$ cat src/hw/remote_io_frame_pkg.sv
// Constants, field layouts and types of the 32-byte cyclic exchange frame.
// Assumes both layouts use 16-bit remote I/O slots and a 32-byte frame.
package remote_io_frame_pkg;

    // ------------------------------------------------------------------
    // Frame geometry
    // ------------------------------------------------------------------
    localparam int          FRAME_BYTES       = 32;
    localparam int          SLOT_COUNT        = 8;
    localparam logic [4:0]  LAST_INDEX        = 5'h1F;
    localparam logic [7:0]  V1_EXCHANGE_CODE  = 8'h50;
    localparam logic [7:0]  V2_EXCHANGE_CODE  = 8'h20;

    // Printed byte positions; the first layout numbers its first byte 1.
    localparam logic [5:0]  V1_POS_SHIFT      = 6'h01;
    localparam logic [5:0]  V1_CODE_POS       = 6'h01;
    localparam logic [5:0]  V1_ALARM_POS      = 6'h02;
    localparam logic [5:0]  V1_CTRL_POS       = 6'h03;
    localparam logic [5:0]  V1_CONN_POS       = 6'h05;
    localparam logic [5:0]  V1_SLOT_POS       = 6'h07;
    localparam logic [5:0]  V1_RADDR_POS      = 6'h17;
    localparam logic [5:0]  V1_CMD_POS        = 6'h19;
    localparam logic [5:0]  V1_DATA_POS       = 6'h1B;
    localparam logic [5:0]  V2_CODE_POS       = 6'h00;
    localparam logic [5:0]  V2_WDOG_POS       = 6'h01;
    localparam logic [5:0]  V2_CTRL_POS       = 6'h02;
    localparam logic [5:0]  V2_CONN_POS       = 6'h03;
    localparam logic [5:0]  V2_SLOT_POS       = 6'h06;
    localparam logic [5:0]  V2_RADDR_POS      = 6'h16;
    localparam logic [5:0]  V2_CMD_POS        = 6'h18;
    localparam logic [5:0]  V2_DATA_POS       = 6'h1A;
    localparam logic [5:0]  CONN_LEN          = 6'h02;
    localparam logic [5:0]  SLOT_AREA_LEN     = 6'h10;
    localparam logic [5:0]  WORD16_LEN        = 6'h02;
    localparam logic [5:0]  DATA_LEN          = 6'h04;

    // ------------------------------------------------------------------
    // Types
    // ------------------------------------------------------------------
    typedef enum logic [9:0]
    {
        FK_CODE  = 10'h001,
        FK_WDOG  = 10'h002,
        FK_CTRL  = 10'h004,
        FK_ALARM = 10'h008,
        FK_CONN  = 10'h010,
        FK_SLOT  = 10'h020,
        FK_RADDR = 10'h040,
        FK_CMD   = 10'h080,
        FK_DATA  = 10'h100,
        FK_RSVD  = 10'h200
    } field_kind_type;

    typedef enum logic [2:0]
    {
        ST_RECV = 3'h1,
        ST_PREP = 3'h2,
        ST_SEND = 3'h4
    } frame_state_type;

    // ------------------------------------------------------------------
    // Helpers
    // ------------------------------------------------------------------
    function automatic logic in_field(input logic [5:0] pos, input logic [5:0] base,
                                      input logic [5:0] len);
        in_field = (pos >= base) && (pos < 6'(base + len));
    endfunction : in_field

    function automatic logic [31:0] put_byte(input logic [31:0] word, input logic [1:0] lane,
                                             input logic [7:0] value);
        logic [31:0] result;
        result = word;
        result[{lane, 3'h0} +: 8] = value;
        put_byte = result;
    endfunction : put_byte

    function automatic logic [7:0] get_byte(input logic [31:0] word, input logic [1:0] lane);
        get_byte = word[{lane, 3'h0} +: 8];
    endfunction : get_byte

endpackage : remote_io_frame_pkg
$ cat src/hw/frame_field_if.sv
// Carries a frame byte index to the field locator and its answer back.
// Assumes the package has been compiled first.
interface frame_field_if;
    logic                                variantTwo;
    logic [4:0]                          index;
    remote_io_frame_pkg::field_kind_type kind;
    logic [2:0]                          slot;
    logic [1:0]                          lane;

    modport mapper (input variantTwo, input index, output kind, output slot, output lane);
    modport user   (output variantTwo, output index, input kind, input slot, input lane);
endinterface : frame_field_if

$ cat src/hw/frame_field_locator.sv
// Purely combinational locator: frame byte index to field, slot and byte lane.
// Assumes index counts frame bytes from zero in order of transfer.
module frame_field_locator
(
    frame_field_if.mapper field
);
    logic [5:0] pos;
    logic [5:0] codePos;
    logic [5:0] ctrlPos;
    logic [5:0] connPos;
    logic [5:0] slotPos;
    logic [5:0] raddrPos;
    logic [5:0] cmdPos;
    logic [5:0] dataPos;
    logic [5:0] fieldBase;
    logic [5:0] slotRel;
    logic [5:0] laneRel;
    logic       v2;

    assign v2       = field.variantTwo;
    assign pos      = v2 ? {1'b0, field.index}
                         : 6'({1'b0, field.index} + remote_io_frame_pkg::V1_POS_SHIFT);
    assign codePos  = v2 ? remote_io_frame_pkg::V2_CODE_POS  : remote_io_frame_pkg::V1_CODE_POS;
    assign ctrlPos  = v2 ? remote_io_frame_pkg::V2_CTRL_POS  : remote_io_frame_pkg::V1_CTRL_POS;
    assign connPos  = v2 ? remote_io_frame_pkg::V2_CONN_POS  : remote_io_frame_pkg::V1_CONN_POS;
    assign slotPos  = v2 ? remote_io_frame_pkg::V2_SLOT_POS  : remote_io_frame_pkg::V1_SLOT_POS;
    assign raddrPos = v2 ? remote_io_frame_pkg::V2_RADDR_POS : remote_io_frame_pkg::V1_RADDR_POS;
    assign cmdPos   = v2 ? remote_io_frame_pkg::V2_CMD_POS   : remote_io_frame_pkg::V1_CMD_POS;
    assign dataPos  = v2 ? remote_io_frame_pkg::V2_DATA_POS  : remote_io_frame_pkg::V1_DATA_POS;

    // The field layout for both variants.
    assign field.kind =
        (pos == codePos) ? remote_io_frame_pkg::FK_CODE :
        (v2 && pos == remote_io_frame_pkg::V2_WDOG_POS) ? remote_io_frame_pkg::FK_WDOG :
        (pos == ctrlPos) ? remote_io_frame_pkg::FK_CTRL :
        (!v2 && pos == remote_io_frame_pkg::V1_ALARM_POS) ? remote_io_frame_pkg::FK_ALARM :
        remote_io_frame_pkg::in_field(pos, connPos, remote_io_frame_pkg::CONN_LEN)
            ? remote_io_frame_pkg::FK_CONN :
        remote_io_frame_pkg::in_field(pos, slotPos, remote_io_frame_pkg::SLOT_AREA_LEN)
            ? remote_io_frame_pkg::FK_SLOT :
        remote_io_frame_pkg::in_field(pos, raddrPos, remote_io_frame_pkg::WORD16_LEN)
            ? remote_io_frame_pkg::FK_RADDR :
        remote_io_frame_pkg::in_field(pos, cmdPos, remote_io_frame_pkg::WORD16_LEN)
            ? remote_io_frame_pkg::FK_CMD :
        remote_io_frame_pkg::in_field(pos, dataPos, remote_io_frame_pkg::DATA_LEN)
            ? remote_io_frame_pkg::FK_DATA :
        remote_io_frame_pkg::FK_RSVD;

    assign fieldBase = (field.kind == remote_io_frame_pkg::FK_CONN)  ? connPos  :
                       (field.kind == remote_io_frame_pkg::FK_SLOT)  ? slotPos  :
                       (field.kind == remote_io_frame_pkg::FK_RADDR) ? raddrPos :
                       (field.kind == remote_io_frame_pkg::FK_CMD)   ? cmdPos   :
                       (field.kind == remote_io_frame_pkg::FK_DATA)  ? dataPos  : pos;
    assign slotRel    = 6'(pos - slotPos);
    assign laneRel    = 6'(pos - fieldBase);
    // Slots ascend by driver address, two bytes each, low byte first.
    assign field.slot = slotRel[3:1];
    assign field.lane = (field.kind == remote_io_frame_pkg::FK_SLOT) ? {1'b0, laneRel[0]}
                                                                     : laneRel[1:0];
endmodule : frame_field_locator

$ cat src/hw/remote_io_frame_map.sv
// Cyclic exchange framer: unpacks the 32-byte command frame and packs the response.
// Assumes byte streams synchronous to clk and a response source that holds its
// values steady while a response frame is being sent.
//
// Contract
// - First layout: byte 1 carries code 50h.
// - Second layout: byte 0 carries code 20h.
// - Layout fixed: 16-bit slots, 32-byte frame.
// - Each exchange frame refreshes remote I/O.
// - First layout: slots in bytes 7-22.
// - Second layout: slots in bytes 6-21.
// - Register address two bytes, echoed in response.
// - Command code and trigger in two bytes.
module remote_io_frame_map
(
    input  wire logic                clk,
    input  wire logic                nrst,
    input  wire logic                variantTwo,
    input  wire logic                rxValid,
    input  wire logic                rxFirst,
    input  wire logic [7:0]          rxByte,
    output logic                     rxReady,
    output logic [7:0][15:0]         ioInput,
    output logic [15:0]              regAddr,
    output logic [15:0]              cmdWord,
    output logic [31:0]              writeData,
    output logic [7:0]               watchdogCount,
    output logic [7:0]               cmdControl,
    output logic                     frameStrobe,
    output logic                     frameError,
    input  wire logic [7:0][15:0]    ioOutput,
    input  wire logic [15:0]         respCmd,
    input  wire logic [31:0]         readData,
    input  wire logic [7:0]          alarmByte,
    input  wire logic [7:0]          ctrlStatus,
    input  wire logic [15:0]         connStatus,
    output logic                     txValid,
    output logic [7:0]               txByte,
    output logic                     txLast,
    input  wire logic                txReady
);
    // ------------------------------------------------------------------
    // Reset release
    // ------------------------------------------------------------------
    logic [1:0] rstPipe_reg;
    logic       rstN;

    always_ff @(posedge clk or negedge nrst)
    begin
        if (!nrst) rstPipe_reg <= 2'h0;
        else       rstPipe_reg <= {rstPipe_reg[0], 1'b1};
    end
    assign rstN = rstPipe_reg[1];

    // ------------------------------------------------------------------
    // Field lookup and datapath decode
    // ------------------------------------------------------------------
    frame_field_if field ();
    frame_field_locator locator (.field(field));

    remote_io_frame_pkg::frame_state_type state_reg;
    remote_io_frame_pkg::frame_state_type state_next;
    logic [4:0]        rxCount_reg;
    logic [4:0]        txCount_reg;
    logic [4:0]        rxIndex;
    logic              rxAccept;
    logic              txAccept;
    logic              frameEnd;
    logic              codeOk_reg;
    logic              codeOkFinal;
    logic [7:0]        expectedCode;
    logic [7:0][15:0]  ioShadow_reg;
    logic [15:0]       regShadow_reg;
    logic [15:0]       cmdShadow_reg;
    logic [31:0]       dataShadow_reg;
    logic [7:0]        wdogShadow_reg;
    logic [7:0]        ctrlShadow_reg;
    logic [7:0]        respByte;
    logic [15:0]       slotOut;

    assign expectedCode     = variantTwo ? remote_io_frame_pkg::V2_EXCHANGE_CODE
                                         : remote_io_frame_pkg::V1_EXCHANGE_CODE;
    // The sender is held off while a response is going out; no buffering.
    assign rxReady          = (state_reg == remote_io_frame_pkg::ST_RECV);
    assign rxAccept         = rxValid && rxReady;
    assign txAccept         = txValid && txReady;
    assign rxIndex          = rxFirst ? 5'h00 : rxCount_reg;
    assign field.variantTwo = variantTwo;
    assign field.index      = (state_reg == remote_io_frame_pkg::ST_RECV) ? rxIndex
                                                                          : txCount_reg;
    assign frameEnd         = rxAccept && (rxIndex == remote_io_frame_pkg::LAST_INDEX);
    assign codeOkFinal      = (field.kind == remote_io_frame_pkg::FK_CODE)
                              ? (rxByte == expectedCode) : codeOk_reg;
    assign slotOut          = ioOutput[field.slot];

    // Response byte for the field at txCount.
    always_comb
    begin
        case (field.kind)
            remote_io_frame_pkg::FK_CODE:  respByte = expectedCode;
            remote_io_frame_pkg::FK_WDOG:  respByte = wdogShadow_reg;
            remote_io_frame_pkg::FK_CTRL:  respByte = ctrlStatus;
            remote_io_frame_pkg::FK_ALARM: respByte = alarmByte;
            remote_io_frame_pkg::FK_CONN:
                respByte = remote_io_frame_pkg::get_byte({16'h0000, connStatus}, field.lane);
            remote_io_frame_pkg::FK_SLOT:
                respByte = remote_io_frame_pkg::get_byte({16'h0000, slotOut}, field.lane);
            remote_io_frame_pkg::FK_RADDR:
                respByte = remote_io_frame_pkg::get_byte({16'h0000, regShadow_reg}, field.lane);
            remote_io_frame_pkg::FK_CMD:
                respByte = remote_io_frame_pkg::get_byte({16'h0000, respCmd}, field.lane);
            remote_io_frame_pkg::FK_DATA:
                respByte = remote_io_frame_pkg::get_byte(readData, field.lane);
            default:                       respByte = 8'h00;
        endcase
    end

    always_comb
    begin
        case (state_reg)
            remote_io_frame_pkg::ST_RECV:
                state_next = (frameEnd && codeOkFinal) ? remote_io_frame_pkg::ST_PREP
                                                       : remote_io_frame_pkg::ST_RECV;
            remote_io_frame_pkg::ST_PREP: state_next = remote_io_frame_pkg::ST_SEND;
            remote_io_frame_pkg::ST_SEND:
                state_next = !txAccept ? remote_io_frame_pkg::ST_SEND :
                             txLast    ? remote_io_frame_pkg::ST_RECV
                                       : remote_io_frame_pkg::ST_PREP;
            default:                      state_next = remote_io_frame_pkg::ST_RECV;
        endcase
    end

    // ------------------------------------------------------------------
    // Receive side
    // ------------------------------------------------------------------
    always_ff @(posedge clk or negedge rstN)
    begin
        if (!rstN)
        begin
            state_reg      <= remote_io_frame_pkg::ST_RECV;
            rxCount_reg    <= 5'h00;
            codeOk_reg     <= 1'b0;
            ioShadow_reg   <= '0;
            regShadow_reg  <= 16'h0000;
            cmdShadow_reg  <= 16'h0000;
            dataShadow_reg <= 32'h0000_0000;
            wdogShadow_reg <= 8'h00;
            ctrlShadow_reg <= 8'h00;
        end
        else
        begin
            state_reg <= state_next;
            if (rxAccept)
            begin
                rxCount_reg <= 5'(rxIndex + 5'h01);
                codeOk_reg  <= codeOkFinal;
                case (field.kind)
                    remote_io_frame_pkg::FK_SLOT: ioShadow_reg[field.slot] <=
                        16'(remote_io_frame_pkg::put_byte({16'h0000, ioShadow_reg[field.slot]},
                                                          field.lane, rxByte));
                    remote_io_frame_pkg::FK_RADDR: regShadow_reg <=
                        16'(remote_io_frame_pkg::put_byte({16'h0000, regShadow_reg},
                                                          field.lane, rxByte));
                    remote_io_frame_pkg::FK_CMD: cmdShadow_reg <=
                        16'(remote_io_frame_pkg::put_byte({16'h0000, cmdShadow_reg},
                                                          field.lane, rxByte));
                    remote_io_frame_pkg::FK_DATA: dataShadow_reg <=
                        remote_io_frame_pkg::put_byte(dataShadow_reg, field.lane, rxByte);
                    remote_io_frame_pkg::FK_WDOG: wdogShadow_reg <= rxByte;
                    remote_io_frame_pkg::FK_CTRL: ctrlShadow_reg <= rxByte;
                    default: ;
                endcase
            end
        end
    end

    // Outputs move together only at the end of a good frame, so the user side
    // never sees a half-written frame.
    always_ff @(posedge clk or negedge rstN)
    begin
        if (!rstN)
        begin
            ioInput       <= '0;
            regAddr       <= 16'h0000;
            cmdWord       <= 16'h0000;
            writeData     <= 32'h0000_0000;
            watchdogCount <= 8'h00;
            cmdControl    <= 8'h00;
            frameStrobe   <= 1'b0;
            frameError    <= 1'b0;
        end
        else
        begin
            frameStrobe <= frameEnd && codeOkFinal;
            frameError  <= frameEnd && !codeOkFinal;
            if (frameEnd && codeOkFinal)
            begin
                ioInput       <= ioShadow_reg;
                regAddr       <= regShadow_reg;
                cmdWord       <= cmdShadow_reg;
                writeData     <= dataShadow_reg;
                watchdogCount <= wdogShadow_reg;
                cmdControl    <= ctrlShadow_reg;
            end
        end
    end

    // ------------------------------------------------------------------
    // Response side
    // ------------------------------------------------------------------
    always_ff @(posedge clk or negedge rstN)
    begin
        if (!rstN)
        begin
            txCount_reg <= 5'h00;
            txValid     <= 1'b0;
            txByte      <= 8'h00;
            txLast      <= 1'b0;
        end
        else if (state_reg == remote_io_frame_pkg::ST_PREP)
        begin
            txValid <= 1'b1;
            txByte  <= respByte;
            txLast  <= (txCount_reg == remote_io_frame_pkg::LAST_INDEX);
        end
        else if (txAccept)
        begin
            txValid     <= 1'b0;
            txLast      <= 1'b0;
            txCount_reg <= 5'(txCount_reg + 5'h01);
        end
    end
endmodule : remote_io_frame_map

$ cat config.mk
export PLATFORM = sky130hd
export DESIGN_NAME = remote_io_frame_map
export DESIGN_NICKNAME = d
export VERILOG_FILES = /design/src/hw/remote_io_frame_pkg.sv /design/src/hw/frame_field_if.sv /design/src/hw/frame_field_locator.sv /design/src/hw/remote_io_frame_map.sv
export SDC_FILE = /design/constraint.sdc
export NUM_CORES = 1
export LEC_CHECK = 0
export ABC_CLOCK_PERIOD_IN_PS = 15500
export BUFFER_PORTS_ARGS = -buffer_cell sky130_fd_sc_hd__buf_2
export CORE_UTILIZATION = 57
export CTS_BUF_LIST = sky130_fd_sc_hd__clkbuf_4 sky130_fd_sc_hd__clkbuf_8
export DETAILED_ROUTE_END_ITERATION = 8
export GPL_TIMING_DRIVEN = 0
export PLACE_DENSITY = 0.91
export SLEW_MARGIN = 30
export SYNTH_ARGS = -nofsm -noshare
export SYNTH_HDL_FRONTEND = slang
export SYNTH_SLANG_ARGS = --single-unit
$ cat constraint.sdc
create_clock -name clk -period 15.5 [get_ports clk]
set_input_delay 3.1 -clock clk [delete_from_list [all_inputs] [get_ports clk]]
set_output_delay 3.1 -clock clk [all_outputs]
set_load 0.05 [all_outputs]
==> results of run 1 <==
-- per-layer routing --
metal / global-route usage, % / share of wire, % / vias to the layer above
li1: - / - / 7419
met1: 51.2 / 35 / 8938
met2: 66.3 / 46 / 1463
met3: 12.7 / 12 / 347
met4: 26.3 / 6.8 / 8
met5: 0 / 0.072 / -
-- critical path, delay by kind of cell --
kind | cells | cell delay, ns
buffers and inverters | 8 | 2.60
AND/OR/NAND/NOR | 6 | 1.89
adder cells (fa/ha/maj) | 3 | 0.87
XOR/XNOR | 2 | 0.55
multiplexers | 1 | 0.28
AO/OA/AOI/OAI | 5 | 2.08
-- power by group through the flow --
stage               logic [mW]  clock network [mW]  registers [mW]
floorplan                0.243                   0            1.24
global placement         0.394                   0            1.25
detailed placement       0.435                   0            1.23
CTS                      0.438                1.12            1.21
global route             0.477                1.17            1.22
finish                   0.457                1.13            1.21
-- synthesized netlist by cell type, types with 6 or more instances --
| cell type | n | area, um^2 |
|---|---|---|
| mux2i_1 | 48 | 480 |
| and2_1 | 15 | 93.8 |
| buf_1 | 8 | 30.0 |
| o21ai_0 | 146 | 731 |
| a211oi_1 | 10 | 75.1 |
| mux2_2 | 272 | 3060 |
| a222oi_1 | 6 | 60.1 |
| nor2_1 | 57 | 214 |
| nand3_1 | 32 | 160 |
| a221oi_1 | 13 | 114 |
| o21a_1 | 10 | 75.1 |
| ha_1 | 14 | 175 |
| mux4_2 | 39 | 878 |
| nand2_1 | 287 | 1080 |
| or3_1 | 8 | 50.1 |
| nor2b_1 | 8 | 50.1 |
| a221o_1 | 9 | 90.1 |
| dfrtp_1 | 443 | 11100 |
| o211ai_1 | 11 | 82.6 |
| a31oi_1 | 6 | 37.5 |
| inv_1 | 12 | 45.0 |
| buf_2 | 45 | 225 |
| clkbuf_1 | 42 | 158 |
| o31ai_1 | 7 | 52.6 |
| nor3_1 | 25 | 125 |
| a21oi_1 | 59 | 295 |
| buf_4 | 6 | 45.0 |
-- logic make-up after synthesis --
group,synth area share [%]
adder cells (fa/ha/maj),0.848
XOR/XNOR,0.836
multiplexers,21.5
other,0.0182
buffers and inverters,2.63
AO/OA/AOI/OAI,10.2
flip-flops,53.8
AND/OR/NAND/NOR,10.1
-- through the flow --
stage	util, %	area (um^2)	hold slack [ns]
floorplan	-	20600	0.331
CTS	71.0	25300	0.317
finish	71.2	25300	0.300
global placement	65.9	23400	0.338
global route	71.2	25300	0.330
detailed placement	66.6	23700	0.318
-- worst max-delay path by stage --
stage / endpoint / cells past startpoint / from
after global placement: frameError / 0 / rstPipe_reg[1]
after global routing: ioShadow_reg[10] / 25 / variantTwo
after detailed placement: ioShadow_reg[45] / 25 / variantTwo
after CTS: ioShadow_reg[29] / 25 / variantTwo
final: ioShadow_reg[109] / 25 / variantTwo
after floorplan: cmdControl[0] / 0 / rstPipe_reg[1]
-- area by class of cell --
cell class                 instances  area (um^2)
sequential                       444        11100
antenna                            7         17.5
timing repair buffer             451         2470
inverter                          16         62.6
fill                            2351        10200
clock buffer                     110         1400
tap                              461          577
clock inverter                    15          186
multi-input combinational       1192         9020
buffer                           103          480
==> impl_metrics.toml, run 1 <==
[drt]
wl_per_cell_um = 27.9
ant_nets = 0
num_vias = 18200
dr.first_iter.drc_count = 1901
wl_mm = 78.2
drc_errors = 0
vias_per_cell = 6.49
firstDrtPassIters = 6

[yosys]
synth_edf_count = 0
yosysWarningCount = 0
synth_cell_types = 85
ys_ff_latch = 444
yosysSeqAreaShare_pct = 53.8
synthCells = 1755
synth.avg_cell_area_um2 = 11.8
synth-async-reset-ratio_pct = 100
synth_fp_nets = 1991
syn_area_um2 = 20600
synth_flop_cell = "dfrtp_1"

[timing]
slew_headroom_pct = 32.0
tightest_slew_ns = 1.02
finalCritPeriodShare_pct = 70.1
rsz0062_at_grt = "no"
finalClockSkew_ns = 0.0399
hold_viol_final = 0
final.setup.tns_ns = 0
layout_min_cycle_time_ns = 10.87
finalSetupViolCount = 0
drv_slew = 0
max_freq_mhz = 92.0
fin_ws_ns = 4.63

[global_route]
antenna_found_initial = 7
grt_max_degree = 56
overflow = 0
grt_pass1_wl_mm = 113
grt_pass1_vias = 17900
grt_usage_pct = 42.3

[cts]
clkLatencyLatePin_ns = 0.62
root_buffer = "clkbuf_8"
tritoncts = "done"
cts_setup_buffers = 0
cts_repair_resize_count = 0
htree_levels = 3
cts_made_buffers = 72
cts_buffer_depth = 3
hold_buffers = 0
clk_pin_slew_ns = 0.07
cts.sinks = 444

[pwr]
swShare_pct = 28.9
leakagePower_nw = 13.0
combPwrFrac_pct = 16.3
power_density_nw_per_um2 = 110
finalPower_mw = 2.80
power.net_switching_mw = 0.809
p_int_mw = 1.99
ir_worst_vdd_mv = 0.0783
power_frac_seq_pct = 43.4
p_clk_share_pct = 40.2

[setup_path]
crit_required_ns = 16.03
r2r_slack_ns = 6.58
critPathLaunchType = "input pin"
max_stage_delay_ns = 0.78
path_max_fanout = 10
r2r_cells = 26
cp_slowest_cell = "a21oi_1"
r2r-start = "state_reg[0]"
r2r_end = "ioShadow_reg[109]"
worstPathArrival_ns = 11.40
endpoint_kind = "flip-flop"
critPathKind = "in2reg"

[floorplanning]
dieArea_um2 = 37000
ioPinCount = 443
coreArea_um2 = 35600
rows = 69
fp.dieH_um = 192
start_util_pct = 58.0
die_x_um = 192

[layout]
final_layout_size_suffix_gt1_share_pct = 41.6
fin_cells = 2799
layout_common_cells = "485 x buf_2, 442 x dfrtp_1, 287 x nand2_1, 272 x mux2_2, 146 x o21ai_0"
nets = 2516
final_common_cell = "buf_2"
syn2layout_area_growth_pct = 22.7

[outcome]
status = "complete, no violations"

[placement]
gp_congestion = 0.975
dp_cells = 2666
dp_hpwl_mm = 58.0
port_buffers = 440
pre_cts_slack_ns = 3.59

[worst_hold_path]
hold_class = "reg2async"

[run]
max-cap-violations = 0
(Power assumes the default switching activity.)
==> run 2: changes to the inputs <==
Settings changed: ABC_CLOCK_PERIOD_IN_PS 15500 to 9700, CORE_UTILIZATION 57 to 51, PLACE_DENSITY 0.91 to 0.86.
Clock period 15.5 ns to 9.7 ns, I/O delays scaled along.
==> impl_metrics.toml, run 2 (synthesis results as in run 1) <==
[layout]
fillers = 3124
final_layout_size_suffix_gt1_share_pct = 41.8
layout_common_cells = "485 x buf_2, 442 x dfrtp_1, 287 x nand2_1, 272 x mux2_2, 146 x o21ai_0"
syn2layout_area_growth_pct = 22.8
fin_cells = 2860
nets = 2517
final_common_cell = "buf_2"
fin_area_um2 = 25400

[global_route]
grt_usage_pct = 37.9
grt_pass1_vias = 17800
antenna_found_initial = 3
overflow = 0
grt_max_degree = 52
grt_pass1_wl_mm = 114

[timing]
rsz0062_at_grt = "no"
final.setup.tns_ns = 0
layout_min_cycle_time_ns = 9.28
finalSetupViolCount = 0
tightest_slew_ns = 1.07
finalClockSkew_ns = 0.0293
max_freq_mhz = 108
slew_headroom_pct = 26.8
finalCritPeriodShare_pct = 95.7
drv_slew = 0
hold_viol_final = 0

[setup_path]
critPathLaunchType = "input pin"
critPathKind = "in2reg"
r2r-start = "state_reg[0]"
cp_top_family = "buffers and inverters"
crit_top_cell = "clkbuf_1"
cp_slowest_cell = "a2111oi_1"
path_buf_inv = 10
endpoint_kind = "flip-flop"
path_max_fanout = 10
crit_required_ns = 10.19
worstPathArrival_ns = 9.77
crit_path_start = "variantTwo"
max_stage_delay_ns = 0.64

[drt]
ant_nets = 0
wl_mm = 78.1
wl_per_cell_um = 27.3
firstDrtPassIters = 9
vias_per_cell = 6.24
drc_errors = 5
dr.first_iter.drc_count = 1862
num_vias = 17900

[outcome]
status = "finished, violations left"
violations = "DRC"

[pwr]
leakagePower_nw = 12.9
ir_worst_vdd_mv = 0.116
power_density_nw_per_um2 = 175
finalPower_mw = 4.44

[floorplanning]
dieArea_um2 = 41300
die_x_um = 203
ioPinCount = 443
fp.dieH_um = 203
start_util_pct = 51.8
coreArea_um2 = 39800
rows = 73

[cts]
tritoncts = "done"
cts_setup_buffers = 0
htree_levels = 3
cts_made_buffers = 73
hold_buffers = 0
cts_repair_resize_count = 0
cts_buffer_depth = 3
clkLatencyLatePin_ns = 0.66
root_buffer = "clkbuf_8"
clk_pin_slew_ns = 0.07
cts.sinks = 444

[run]
max-cap-violations = 0

[placement]
place_area_um2 = 23800
gp_congestion = 0.948
dp_hpwl_mm = 59.2
port_buffers = 440
dp_cells = 2730

[worst_hold_path]
hold_class = "reg2async"
[run 2: cell types whose count changed in the layout (fill, tap and decap cells not counted), sizes merged]
cell	previous run	this run
clkinvlp	2	5
diode	7	3
buf	512	511
bufinv	4	2
clkinv	9	10
[run 2: final timing paths]
kind / endpoint / slack, ns / cells after the start
setup / recovery: ioShadow_reg[126] / 0.42 / 26
hold / removal: ioShadow_reg[2] / 0.17 / 0
setup reg to reg: ioShadow_reg[126] / 1.09 / 27
hold reg to reg: ioShadow_reg[2] / 0.17 / 0
max in group asynchronous: state_reg[0] / 8.11 / 4
min in group clk: rstPipe_reg[1] / 0.35 / 0
[run 2: worst register-to-register path: stages (launching register included)]
cell and delay, ns:
dfstp_2 0.54, or3b_4 0.41, inv_4 0.10, mux2i_1 0.53, inv_2 0.12, ha_1 0.37
o21ai_0 0.56, inv_1 0.10, ha_1 0.26, inv_1 0.26, o211ai_1 0.15, mux2i_1 0.38
nor4_4 0.10, a2111oi_1 0.64, buf_2 0.41, nand2_1 0.10, o211ai_1 0.11, ha_1 0.19
xor2_1 0.31, xnor2_2 0.16, and2_1 0.22, inv_1 0.11, ha_1 0.15, clkbuf_1 0.62
buf_1 0.62, nor2_1 0.14, a31oi_1 0.56, o21ai_0 0.25
[run 2: metal layers]
metal	global-route usage, %	vias up	share of wire [%]
met2	59.4	1285	46
li1	-	7414	-
met1	47.7	8899	37
met4	19.7	4	5.4
met5	0	-	0.084
met3	11.2	256	11
[run 2: cell type report]
cell class / instances / area (um^2) / area share [%]
clock inverter: 17 / 165 / 0.651
inverter: 16 / 62.6 / 0.247
buffer: 103 / 482 / 1.90
multi-input combinational: 1192 / 9020 / 35.6
timing repair buffer: 451 / 2450 / 9.67
clock buffer: 109 / 1390 / 5.50
antenna: 3 / 7.51 / 0.0296
sequential: 444 / 11100 / 43.8
tap: 525 / 657 / 2.59
[run 2: per-stage QoR]
stage	setup slack, ns	utilization (%)	hold WS (ns)
2_1_floorplan	1.90	-	0.331
3_3_place_gp	-0.731	59.0	0.336
3_5_place_dp	-0.241	59.7	0.172
4_1_cts	0.362	63.6	0.177
5_1_grt	0.0865	63.7	0.191
6_report	0.419	63.7	0.172
[run 2: power breakdown]
part           leakage (nW)  switching [mW]  total, mW  internal (mW)
clock network         0.813           0.785       1.76          0.976
logic                  6.00           0.492      0.743          0.251
registers              6.13          0.0367       1.93           1.90
total                  12.9            1.31       4.44           3.12
==> run 3: changes to the inputs <==
Settings changed: SETUP_SLACK_MARGIN set to 0.5.
==> impl_metrics.toml, run 3 (synthesis results as in run 1) <==
[outcome]
status = "complete, no violations"

[timing]
hold_viol_final = 0
drv_slew = 0
layout_min_cycle_time_ns = 8.91
fin_ws_ns = 0.792
finalSetupViolCount = 0
rsz0062_at_grt = "no"
final.setup.tns_ns = 0
slew_headroom_pct = 29.3
max_freq_mhz = 112
finalCritPeriodShare_pct = 91.8
finalClockSkew_ns = 0.0284
fin_hold_ws_ns = 0.174
tightest_slew_ns = 1.03

[floorplanning]
dieArea_um2 = 41300
start_util_pct = 51.8
ioPinCount = 443
rows = 73
die_x_um = 203
coreArea_um2 = 39800
fp.dieH_um = 203

[pwr]
combPwrFrac_pct = 17.0
power_density_nw_per_um2 = 175
leakagePower_nw = 13.0
ir_worst_vdd_mv = 0.117
p_int_mw = 3.13
power_frac_seq_pct = 43.5
p_clk_share_pct = 39.5
swShare_pct = 29.6
power.net_switching_mw = 1.31

[cts]
htree_levels = 3
cts_setup_buffers = 0
cts.sinks = 444
cts_buffer_depth = 3
tritoncts = "done"
cts_made_buffers = 73
root_buffer = "clkbuf_8"
clk_pin_slew_ns = 0.06
clkLatencyLatePin_ns = 0.65

[drt]
drc_errors = 0
dr.first_iter.drc_count = 1844
num_vias = 17900
vias_per_cell = 6.26
wl_per_cell_um = 27.4
ant_nets = 0
firstDrtPassIters = 7
wl_mm = 78.4

[setup_path]
critPathLaunchType = "input pin"
r2r_slack_ns = 1.46
critPathKind = "in2reg"
worstPathArrival_ns = 9.47
crit_required_ns = 10.27
path_max_fanout = 10
endpoint_kind = "flip-flop"

[layout]
fin_area_um2 = 25400
layout_common_cells = "485 x buf_2, 442 x dfrtp_1, 287 x nand2_1, 272 x mux2_2, 146 x o21ai_0"
fin_cells = 2858
nets = 2517
final_layout_size_suffix_gt1_share_pct = 42.0
syn2layout_area_growth_pct = 23.0
final_common_cell = "buf_2"

[placement]
place_area_um2 = 23800
port_buffers = 440
pre_cts_slack_ns = -0.241
gp_congestion = 0.948
dp_hpwl_mm = 59.2
dp_cells = 2730

[global_route]
grt_pass1_vias = 17800
grt_usage_pct = 37.9
overflow = 0
grt_max_degree = 52
antenna_found_initial = 4
grt_pass1_wl_mm = 114

[worst_hold_path]
hold_class = "reg2async"

[run]
max-cap-violations = 0
run 3: worst max-delay path, cell delays in order:
cell	delay, ns
clkbuf_1	0.35
buf_1	0.44
buf_1	0.49
inv_1	0.16
ha_1	0.31
clkbuf_1	0.33
inv_1	0.17
or3_1	0.35
o21ai_0	0.16
o2111a_1	0.37
nor4_4	0.11
a2111oi_1	0.61
buf_2	0.40
nand2_1	0.09
o211ai_1	0.11
ha_1	0.19
xor2_1	0.31
xnor2_2	0.21
and2_1	0.22
inv_1	0.09
ha_1	0.37
nor3b_4	0.49
nand2_1	0.45
a21oi_2	0.51
mux2_2	0.24
run 3: timing repair:
item	in CTS	in global routing
pin swaps	0	0
cloned	0	0
hold buffers	0	0
endpoints found under the setup margin	18	93
gates resized for setup	4	10
run 3: metal layers:
| layer | GRT usage [%] | share of wire [%] | vias up |
|---|---|---|---|
| met5 | 0 | 0.10 | - |
| met4 | 20.3 | 5.8 | 8 |
| met3 | 11.7 | 12 | 294 |
| met2 | 59.2 | 46 | 1381 |
| met1 | 47.3 | 36 | 8791 |
| li1 | - | - | 7414 |
run 3: cell type report:
cell class,count,area (um^2)
antenna,1,2.50
multi-input combinational,1192,9060
timing repair buffer,451,2450
inverter,16,62.6
fill,3118,14400
clock buffer,109,1390
clock inverter,17,165
buffer,103,483
sequential,444,11100
tap,525,657
run 3: power groups by stage:
stage	sequential (mW)	clock (mW)	combinational, mW
2_1_floorplan	1.98	0	0.388
3_3_place_gp	2.00	0	0.642
3_5_place_dp	1.97	0	0.705
4_1_cts	1.93	1.77	0.714
5_1_grt	1.94	1.85	0.787
6_report	1.93	1.75	0.756
run 3: metrics by stage:
| step | total power, mW | util, % |
|---|---|---|
| global route | 4.58 | 63.8 |
| global placement | 2.64 | 59.0 |
| finish | 4.44 | 63.8 |
| CTS | 4.41 | 63.6 |
| detailed placement | 2.67 | 59.7 |
| floorplan | 2.37 | - |
run 3: final timing paths:
path	start	end	cells after the start
min in group clk	rstPipe_reg[0]	rstPipe_reg[1]	0
max	variantTwo	ioShadow_reg[60]	25
min	rstPipe_reg[1]	ioShadow_reg[2]	0
min reg2reg	rstPipe_reg[1]	ioShadow_reg[2]	0
max reg2reg	state_reg[0]	ioShadow_reg[60]	26
max in group asynchronous	rstPipe_reg[1]	state_reg[0]	4
